## config.mk

```make
export PLATFORM = sky130hd
export DESIGN_NAME = hpio_top
export DESIGN_NICKNAME = d
export VERILOG_FILES = /design/src/hw/hpio_top.v
export VERILOG_INCLUDE_DIRS = /design/src /design/src/shared
export SDC_FILE = /design/constraint.sdc
export NUM_CORES = 1
export LEC_CHECK = 0
export BUFFER_PORTS_ARGS = -buffer_cell sky130_fd_sc_hd__buf_2
export CAP_MARGIN = 30
export CORE_UTILIZATION = 50
export DETAILED_ROUTE_END_ITERATION = 6
export GPL_ROUTABILITY_DRIVEN = 0
export PLACE_DENSITY = 0.73
export SLEW_MARGIN = 20
export SYNTH_ARGS = -nofsm -noshare
export SYNTH_HDL_FRONTEND = slang
export SYNTH_SLANG_ARGS = --single-unit
```

## constraint.sdc

```tcl
create_clock -name pclk -period 4 [get_ports pclk]
set_input_delay 0.6 -clock pclk [delete_from_list [all_inputs] [get_ports pclk]]
set_output_delay 0.6 -clock pclk [all_outputs]
set_load 0.01 [all_outputs]
```

## src/shared/hpio_consts.vh

```
// Constants for the host port and I/O control block
`ifndef HPIO_CONSTS_VH
`define HPIO_CONSTS_VH
// APB register byte offsets
`define HPIO_OFF_CTRL     12'h000
`define HPIO_OFF_DOR      12'h004
`define HPIO_OFF_PC       12'h008
`define HPIO_OFF_STATUS   12'h00c
`define HPIO_OFF_FIFO     12'h010
`define HPIO_OFF_AOR      12'h014
`define HPIO_OFF_ADDRCNT  12'h018
`define HPIO_OFF_BLKCNT   12'h01c
`define HPIO_OFF_OUTCTL   12'h020
`define HPIO_OFF_ADDRIN   12'h024
`define HPIO_OFF_DATAIN   12'h028
// Control word bit positions
`define HPIO_CTRL_ADDR_COUNT_EN    0
`define HPIO_CTRL_BLOCK_COUNT_EN    1
`define HPIO_CTRL_HOST_DATA_OUT_EN    2
`define HPIO_CTRL_HOST_ADDR_OUT_EN   3
`define HPIO_CTRL_ADDR_BUS_OUT_EN    4
`define HPIO_CTRL_SEL0    5
`define HPIO_CTRL_SEL1    6
`define HPIO_CTRL_DATA_IN_REG_WRITE_EN   7
`define HPIO_CTRL_ADDR_IN_REG_WRITE_EN   8
`define HPIO_CTRL_ADDR_BUS_SOURCE_SEL    9
`define HPIO_CTRL_EXT     10
// Reset values
`define HPIO_CTRL_RST     11'h000
// Host pin synchroniser reset: cs, rd and wr strobes inactive
`define HPIO_SYNC_RST     25'h0000007
// Host register select codes
`define HPIO_HREG_DOR     5'h00
`define HPIO_HREG_STATUS  5'h01
`define HPIO_HREG_PC      5'h02
`define HPIO_HREG_CLRST   5'h03
`define HPIO_HREG_CLRFIFO 5'h04
// Status bit positions
`define HPIO_ST_ACO       0
`define HPIO_ST_BCZ       1
`define HPIO_ST_FIFO_INPUT_READY      8
`define HPIO_ST_FIOR      12
`endif

```

## src/hw/hpio_top.v

```verilog
// Host port and I/O control block with APB register access
//
// What this block does
// [RULE1] Host write with tag low pushes data and register select into FIFO
// [RULE2] Host write with tag high pushes data into FIFO marked as command
// [RULE3] Host read strobe at select 00100 clears the FIFO
// [RULE4] Host read strobe at select 00011 clears the status register
// [RULE5] Host read strobe drives status, program counter or data output register
// [RULE6] Idle strobes with nonzero source select drive chosen source on host data
// [RULE7] Control bit 9 picks address counter or address output register
// [RULE8] Control bit 8 gates loading of address input register from bus
// [RULE9] Control bit 7 gates writing of the data input register
// [RULE10] Control bits 6 and 5 choose host data bus source
// [RULE11] Control bit 4 sets external address bus direction
// [RULE12] Control bit 3 sets host address bus direction
// [RULE13] Control bit 2 sets host data direction for next cycle
// [RULE14] Control bit 1 enables the block counter
// [RULE15] Control bit 0 enables the address counter
// [RULE16] Address counter has six-bit low and sixteen-bit high parts
// [RULE17] Enabled high counter increments every edge, sixteen bits by default
// [RULE18] Extended flag joins both parts into one twenty-two-bit counter
// [RULE19] Set, clear and loads of counter registers change counting
// [RULE20] Sixteen output control lines settable every cycle
// [RULE21] Command entry gives low ten bits as next microcode address
// [RULE22] FIFO input-ready high while at least one location vacant
// [RULE23] Unlisted host strobe combinations push, clear and drive nothing
`timescale 1ns/1ps
`include "hpio_consts.vh"
module hpio_top #(
  parameter DEPTH_LOG2 = 3
) (
  // Clock, enable and reset
  input  wire        pclk,
  input  wire        presetn,
  input  wire        clk_en,
  // APB slave
  input  wire        psel,
  input  wire        penable,
  input  wire        pwrite,
  input  wire [11:0] paddr,
  input  wire [31:0] pwdata,
  output wire        pready,
  output reg  [31:0] prdata,
  output wire        pslverr,
  // Host strobes, active low
  input  wire        host_cs_n,
  input  wire        host_rd_n,
  input  wire        host_wr_n,
  // Host address lines
  input  wire        host_cmd_tag_line,
  input  wire [4:0]  host_reg_select,
  output wire [5:0]  host_addr_o,
  output wire        host_addr_out_en,
  // Host data lines
  input  wire [15:0] host_data_lines,
  output reg  [15:0] host_data_o,
  output reg         host_data_out_en,
  // External address bus
  input  wire [15:0] addr_bus_i,
  output reg  [15:0] addr_bus_o,
  output wire        addr_bus_out_en,
  // Internal status and program counter
  input  wire [15:0] status_in,
  input  wire [15:0] pc_in,
  // FIFO drain side for the sequencer
  input  wire        fifo_pop,
  output wire [15:0] fifo_data,
  output wire [4:0]  fifo_reg_addr,
  output wire        fifo_cmd_data_tag,
  output wire        fifo_out_ready,
  output wire [9:0]  cmd_next_addr,
  output wire        cmd_valid,
  output wire        fifo_input_ready,
  // Output control lines
  output reg  [15:0] out_ctrl_lines
);

  localparam DEPTH = 1 << DEPTH_LOG2;

  // Control and data registers
  reg [10:0] ctrl_r;
  reg [15:0] data_out_reg;
  reg [15:0] addr_out_reg;
  reg [15:0] addr_in_r;
  reg [15:0] data_in_r;
  reg [5:0]  addr_count_low;
  reg [15:0] addr_count_high;
  reg [15:0] block_counter;
  reg [15:0] status_clr_r;
  reg [21:0] fifo_mem [0:DEPTH-1];
  reg [DEPTH_LOG2:0] wr_ptr_r;
  reg [DEPTH_LOG2:0] rd_ptr_r;

  // Host pins pass two flip-flops; strobes reset to their inactive level
  wire [24:0] sync_pins;
  wire        hwr_act;
  reg         hwr_d_r;
  hpio_sync2 #(
    .WIDTH   (25),
    .RST     (`HPIO_SYNC_RST)
  ) hpio_sync2_i (
    .pclk    (pclk),
    .presetn (presetn),
    .clk_en  (clk_en),
    .d       ({host_data_lines, host_cmd_tag_line, host_reg_select, host_cs_n, host_rd_n, host_wr_n}),
    .q       (sync_pins)
  );

  // Delayed write decode, so one held strobe pushes only once
  always @(posedge pclk or negedge presetn) begin
    if (!presetn)
      hwr_d_r <= 1'b0;
    else if (clk_en)
      hwr_d_r <= hwr_act;
  end

  wire        s_wr_n  = sync_pins[0];
  wire        s_rd_n  = sync_pins[1];
  wire        s_cs_n  = sync_pins[2];
  wire [4:0]  s_sel   = sync_pins[7:3];
  wire        s_tag   = sync_pins[8];
  wire [15:0] s_data  = sync_pins[24:9];
  wire        sel0    = ctrl_r[`HPIO_CTRL_SEL0];
  wire        sel1    = ctrl_r[`HPIO_CTRL_SEL1];
  wire        periph  = !sel0 && !sel1;

  // Host strobe decode
  assign hwr_act = periph && !s_cs_n && s_rd_n && !s_wr_n; // RULE1 RULE2
  wire hrd_act = periph && !s_cs_n && !s_rd_n && s_wr_n && !s_tag;
  wire idle    = s_cs_n && s_rd_n && s_wr_n;
  wire push    = hwr_act && !hwr_d_r;                      // RULE23
  wire fifo_clr = hrd_act && (s_sel == `HPIO_HREG_CLRFIFO); // RULE3
  wire st_clr   = hrd_act && (s_sel == `HPIO_HREG_CLRST);   // RULE4

  // FIFO status
  wire empty = (wr_ptr_r == rd_ptr_r);
  wire full  = (wr_ptr_r[DEPTH_LOG2] != rd_ptr_r[DEPTH_LOG2]) &&
               (wr_ptr_r[DEPTH_LOG2-1:0] == rd_ptr_r[DEPTH_LOG2-1:0]);
  assign fifo_input_ready = !full;                           // RULE22
  assign fifo_out_ready   = !empty;
  wire [21:0] head = fifo_mem[rd_ptr_r[DEPTH_LOG2-1:0]];
  assign fifo_data         = head[15:0];
  assign fifo_reg_addr     = head[20:16];
  assign fifo_cmd_data_tag = head[21];
  assign cmd_valid         = !empty && head[21];
  assign cmd_next_addr     = head[9:0];                      // RULE21

  // FIFO write and read pointers; clear has priority
  always @(posedge pclk or negedge presetn) begin
    if (!presetn) begin
      wr_ptr_r <= {(DEPTH_LOG2+1){1'b0}};
      rd_ptr_r <= {(DEPTH_LOG2+1){1'b0}};
    end else if (clk_en) begin
      if (fifo_clr) begin                                    // RULE3
        wr_ptr_r <= {(DEPTH_LOG2+1){1'b0}};
        rd_ptr_r <= {(DEPTH_LOG2+1){1'b0}};
      end else begin
        if (push && !full)
          wr_ptr_r <= wr_ptr_r + 1'b1;
        if (fifo_pop && !empty)
          rd_ptr_r <= rd_ptr_r + 1'b1;
      end
    end
  end

  // FIFO storage, command entries ignore the register select
  always @(posedge pclk) begin
    if (clk_en && push && !full && !fifo_clr) begin
      if (s_tag)
        fifo_mem[wr_ptr_r[DEPTH_LOG2-1:0]] <= {1'b1, 5'h00, s_data};      // RULE2
      else
        fifo_mem[wr_ptr_r[DEPTH_LOG2-1:0]] <= {1'b0, s_sel, s_data};      // RULE1
    end
  end

  // Status view: external bits, live FIFO flags, sticky clear mask
  wire        addr_cnt_full = ({addr_count_high, addr_count_low} == 22'h3fffff);
  wire        blk_cnt_zero  = (block_counter == 16'h0000);
  wire [15:0] status_raw    = {3'h0, !empty, 3'h0, !full, status_in[7:2], blk_cnt_zero, addr_cnt_full};
  wire [15:0] status_view = status_raw & ~status_clr_r;
  always @(posedge pclk or negedge presetn) begin
    if (!presetn)
      status_clr_r <= 16'h0000;
    else if (clk_en) begin
      if (st_clr)                                            // RULE4
        status_clr_r <= status_raw;
      else
        status_clr_r <= status_clr_r & status_raw;           // New sets win once source drops
    end
  end

  // Host data source: read strobes first, then idle drive from the chosen source
  reg [15:0] host_data_nxt;
  reg        host_oe_nxt;
  always @* begin
    host_data_nxt = 16'h0000;
    host_oe_nxt   = 1'b0;
    if (hrd_act) begin
      case (s_sel)
        `HPIO_HREG_STATUS: begin                             // RULE5
          host_data_nxt = status_view;
          host_oe_nxt   = 1'b1;
        end
        `HPIO_HREG_PC: begin                                 // RULE5
          host_data_nxt = pc_in;
          host_oe_nxt   = 1'b1;
        end
        `HPIO_HREG_DOR: begin                                // RULE5
          host_data_nxt = data_out_reg;
          host_oe_nxt   = 1'b1;
        end
        default: begin                                       // RULE23
          host_data_nxt = 16'h0000;
          host_oe_nxt   = 1'b0;
        end
      endcase
    end else if (idle && !periph) begin                      // RULE6 RULE10
      case ({sel1, sel0})
        2'b01:   host_data_nxt = data_out_reg;
        2'b10:   host_data_nxt = status_view;
        default: host_data_nxt = pc_in;
      endcase
      host_oe_nxt = ctrl_r[`HPIO_CTRL_HOST_DATA_OUT_EN];                 // RULE13
    end
  end

  // Host data outputs, registered so they turn one cycle after the decode
  always @(posedge pclk or negedge presetn) begin
    if (!presetn) begin
      host_data_o      <= 16'h0000;
      host_data_out_en <= 1'b0;
    end else if (clk_en) begin
      host_data_o      <= host_data_nxt;
      host_data_out_en <= host_oe_nxt;
    end
  end

  // Bus directions and address source
  assign addr_bus_out_en  = ctrl_r[`HPIO_CTRL_ADDR_BUS_OUT_EN];         // RULE11
  assign host_addr_out_en = ctrl_r[`HPIO_CTRL_HOST_ADDR_OUT_EN];        // RULE12
  assign host_addr_o      = addr_count_low;
  always @* begin
    if (ctrl_r[`HPIO_CTRL_ADDR_BUS_SOURCE_SEL])                             // RULE7
      addr_bus_o = addr_count_high;
    else
      addr_bus_o = addr_out_reg;
  end

  // APB decode
  wire apb_wr = psel && penable && pwrite;
  wire apb_rd = psel && !pwrite;
  assign pready  = 1'b1;
  wire   known   = (paddr[1:0] == 2'b00) && (paddr <= `HPIO_OFF_DATAIN);
  assign pslverr = psel && penable && !known;

  // Registers, counters and loads
  always @(posedge pclk or negedge presetn) begin
    if (!presetn) begin
      ctrl_r          <= `HPIO_CTRL_RST;
      data_out_reg    <= 16'h0000;
      addr_out_reg    <= 16'h0000;
      addr_in_r       <= 16'h0000;
      data_in_r       <= 16'h0000;
      addr_count_low  <= 6'h00;
      addr_count_high <= 16'h0000;
      block_counter   <= 16'h0000;
      out_ctrl_lines  <= 16'h0000;
    end else if (clk_en) begin
      if (ctrl_r[`HPIO_CTRL_ADDR_IN_REG_WRITE_EN] && !ctrl_r[`HPIO_CTRL_ADDR_BUS_OUT_EN])
        addr_in_r <= addr_bus_i;                             // RULE8
      if (ctrl_r[`HPIO_CTRL_DATA_IN_REG_WRITE_EN])
        data_in_r <= s_data;                                 // RULE9
      if (ctrl_r[`HPIO_CTRL_BLOCK_COUNT_EN])
        block_counter <= block_counter - 1'b1;               // RULE14
      if (ctrl_r[`HPIO_CTRL_ADDR_COUNT_EN]) begin                     // RULE15 RULE17
        if (ctrl_r[`HPIO_CTRL_EXT])                          // RULE16 RULE18
          {addr_count_high, addr_count_low} <= {addr_count_high, addr_count_low} + 22'h000001;
        else
          addr_count_high <= addr_count_high + 16'h0001;
      end
      if (apb_wr && known) begin                             // RULE19 RULE20
        case (paddr)
          `HPIO_OFF_CTRL:    ctrl_r <= pwdata[10:0];
          `HPIO_OFF_DOR:     data_out_reg <= pwdata[15:0];
          `HPIO_OFF_AOR:     addr_out_reg <= pwdata[15:0];
          `HPIO_OFF_ADDRCNT: {addr_count_high, addr_count_low} <= pwdata[21:0];
          `HPIO_OFF_BLKCNT:  block_counter <= pwdata[15:0];
          `HPIO_OFF_OUTCTL:  out_ctrl_lines <= pwdata[15:0];
          default:           ;
        endcase
      end
    end
  end

  // Read data, registered in setup cycle for the access cycle
  always @(posedge pclk or negedge presetn) begin
    if (!presetn)
      prdata <= 32'h00000000;
    else if (clk_en && apb_rd) begin
      case (paddr)
        `HPIO_OFF_CTRL:    prdata <= {21'h000000, ctrl_r};
        `HPIO_OFF_DOR:     prdata <= {16'h0000, data_out_reg};
        `HPIO_OFF_PC:      prdata <= {16'h0000, pc_in};
        `HPIO_OFF_STATUS:  prdata <= {16'h0000, status_view};
        `HPIO_OFF_FIFO:    prdata <= {10'h000, head};
        `HPIO_OFF_AOR:     prdata <= {16'h0000, addr_out_reg};
        `HPIO_OFF_ADDRCNT: prdata <= {10'h000, addr_count_high, addr_count_low};
        `HPIO_OFF_BLKCNT:  prdata <= {16'h0000, block_counter};
        `HPIO_OFF_OUTCTL:  prdata <= {16'h0000, out_ctrl_lines};
        `HPIO_OFF_ADDRIN:  prdata <= {16'h0000, addr_in_r};
        `HPIO_OFF_DATAIN:  prdata <= {16'h0000, data_in_r};
        default:           prdata <= 32'h00000000;
      endcase
    end
  end

endmodule // hpio_top

// Two-stage synchroniser for signals from outside the clock domain
module hpio_sync2 #(
  parameter             WIDTH = 1,
  parameter [WIDTH-1:0] RST   = {WIDTH{1'b0}}
) (
  // Clock, enable and reset
  input  wire             pclk,
  input  wire             presetn,
  input  wire             clk_en,
  // Raw and synchronised signals
  input  wire [WIDTH-1:0] d,
  output reg  [WIDTH-1:0] q
);

  // First stage is read only by the second, to contain metastability
  reg [WIDTH-1:0] meta_r;
  always @(posedge pclk or negedge presetn) begin
    if (!presetn) begin
      meta_r <= RST;
      q      <= RST;
    end else if (clk_en) begin
      meta_r <= d;
      q      <= meta_r;
    end
  end

endmodule // hpio_sync2

```

==> results.md <==
- Clk sinks: 413
- Die height: 200 um
- Switch Pwr: 3320 uW
- Initial Util: 50.8%
- FILL cells: 3056
- Critical Path Fanout Max: 27
- Logic gate share of total power: 19.6%
- Worst hold path class: primary input to asynchronous set/reset pin
- Core area: 38600 sq um
- Remaining antenna violation count: 0
- Share of cells above drive strength 1: 33.9%
- Largest net degree at the start of global routing: 90
- Non-filler instance count after layout: 2279
- Residual DRC count: 0
- Post-DP HPWL: 42.5 mm
- Status: finished clean
- Multi-input combinational cell area: 7800 sq um
- IO buf count: 218
- # hold bufs at CTS: 0
- Routed WL: 60.8 mm
- Iter 0 DRT Violations: 1797
- Synthesized area per cell: 12.9 sq um
- Critical path launch point type: register
- Fin crit share: 88.4%
- Core Rows: 72
- Htree depth: 2
- Pre-CTS setup slack: 826 ps
- Die Wd: 200 um
- Tot GR Track Use: 30.2%
- CTS clk-pin slew, worst paths: 60 ps
- Placed Cells incl. Taps: 2194
- First-pass GRT wire length: 90.6 mm
- Layout area overhead: 16.7%
- Worst ir drop on vdd: 478 uV
- Root Buffer: clkbuf_16
- Dominant synthesized flop cell: dfrtp_1
- Final setup fails: 0
- Most frequent cells in the layout: dfrtp_1, buf_2, edfxtp_1, mux2_2, nor2_1
- Worst endpoint data arrival time: 2940 ps
- TritonRoute pass-1 iters: 6
- Switching portion of total power: 28.7%
- Sequential share of the synthesized area: 57.2%
- Fmax: 0.283 GHz
- Final period demand of the worst path: 3540 ps
- Commonest non-fill, non-tap cell in the layout: dfrtp_1
- Fin Clk Skew: 24.3 ps
- Finished Cell Area: 22900 sq um
- Leak: 0.00945 uW
- Cell Pwr Density: 504 nW/um^2
- Wire per inst: 26.7 um
- Final slew viol count: 0
- Io pins: 250
- Clk pwr share: 37.5%
- Area after DPL: 21300 sq um
- Worst Max-Slew Pin Slew: 828 ps
- GRT Residual Overflow: 0
- Initial antenna violation count: 6
- Count of different cell masters after synthesis: 83
- Sequential fraction of design power: 43.0%
- Vias: 14784
- Final hold violation count: 0
- Seq. cell area: 11200 sq um
- Max Cap Violations: 0
- PostCTS Resize Cnt: 0
- Nets: 1854
- RSZ-0062 raised after global routing: no
- CTS tree: yes
- Max_slew headroom: 44.8%
- Worst-case clock buffer depth: 3
- Vias per cell: 6.49
- Ys Warns: 0
- #FFs+latches synth: 413
- Final WS setup: 464 ps
- Clock Latency Late Sink: 580 ps
- Die area: 40100 sq um
- Post-synthesis cell count: 1517
- Setup TNS: 0 ps
- Crit path capture type: output port
- Num CTS Buffers: 43
- Async SR Flop Fraction: 57.4%
- Number of flops mapped to enable cells by yosys: 176
- Largest register FFs: 176
- Pint: 8220 uW
- # Post-CTS Setup Buffers: 0
- Req. time, crit path: 3400 ps
- CP Class: register to output port
- Post-Synthesis Cell Area: 19600 sq um
- Vias in the first global route: 14330
==> cell families (layout without fill, tap and decap cells) <==
family | Yosys count | after routing | share of synthesized area (%)
flops | 413 | 413 | 57.2
compound gates | 321 | 321 | 11.5
other cells | 2 | 17 | 0.0383
xor+xnor | 5 | 5 | 0.223
buf+inv | 159 | 388 | 3.63
simple gates | 338 | 338 | 9.49
fa+ha+maj | 9 | 9 | 0.574
mux | 270 | 270 | 17.3
==> worst max-delay path, stage by stage (launching register included) <==
cell,delay [ps]
dfrtp_2,900
buf_4,350
mux4_2,530
mux2_2,380
buf_2,170
==> per-layer routing <==
| layer | vias to the layer above | GRT usage, % | routed length, um |
|---|---|---|---|
| met5 | - | 0 | 14 |
| met4 | 2 | 13.9 | 2780 |
| met3 | 178 | 8.31 | 7140 |
| met2 | 988 | 43.7 | 26900 |
| met1 | 7363 | 42.5 | 24000 |
| li1 | 6253 | - | - |
==> final timing paths <==
check	slack (ps)	to	cells past startpoint	start
worst max-delay path	460	cmd_next_addr[0]	4	rd_ptr_r[1]
worst min-delay path	10	addr_count_high[14]	1	presetn
worst max register to register	820	fifo_mem[7][15]	6	rd_ptr_r[1]
worst min register to register	490	status_clr_r[3]	1	status_clr_r[3]
max in group asynchronous	2900	hwr_d_r	2	presetn
min in group pclk	260	hpio_sync2_i.meta_r[14]	2	host_data_lines[5]
==> through the flow <==
| stage | hold WS, ps | power, uW | util, % |
|---|---|---|---|
| 2_1_floorplan | 304 | 6340 | - |
| 3_3_place_gp | 460 | 7230 | 55.2 |
| 3_5_place_dp | 472 | 7290 | 55.2 |
| 4_1_cts | 66.2 | 11600 | 59.2 |
| 5_1_grt | 84.3 | 11900 | 59.3 |
| 6_report | 12.0 | 11500 | 59.3 |
==> synth_stat cells (all sizes together) (28+ instances only) <==
library cell / instances / area (sq um)
dfrtp: 231 / 5780
nand3: 28 / 140
a21oi: 50 / 250
buf: 54 / 318
nand2: 70 / 263
clkbuf: 67 / 251
mux2: 171 / 1930
o21ai: 60 / 300
nor3: 37 / 223
a22oi: 32 / 240
mux2i: 60 / 601
nor2: 75 / 282
edfxtp: 176 / 5290
inv: 38 / 143
mux4: 39 / 878
==> area by class of cell <==
cell class,count,area share [%]
multi-input cells,954,34.0
repair buffers,271,6.66
clock inverters,22,1.32
diodes,6,0.0655
clock buffers,57,5.46
well taps,518,2.83
flip-flops and latches,413,49.0
inverters,38,0.623
==> power by group through the flow <==
stage          Clock [uW]  Sequential [uW]  Combinational (uW)
6_report             4320             4960                2260
5_1_grt              4540             4990                2400
4_1_cts              4370             4960                2270
3_5_place_dp            0             5040                2250
3_3_place_gp            0             5020                2210
2_1_floorplan           0             4820                1520
Power figures use the tool's default switching activity.
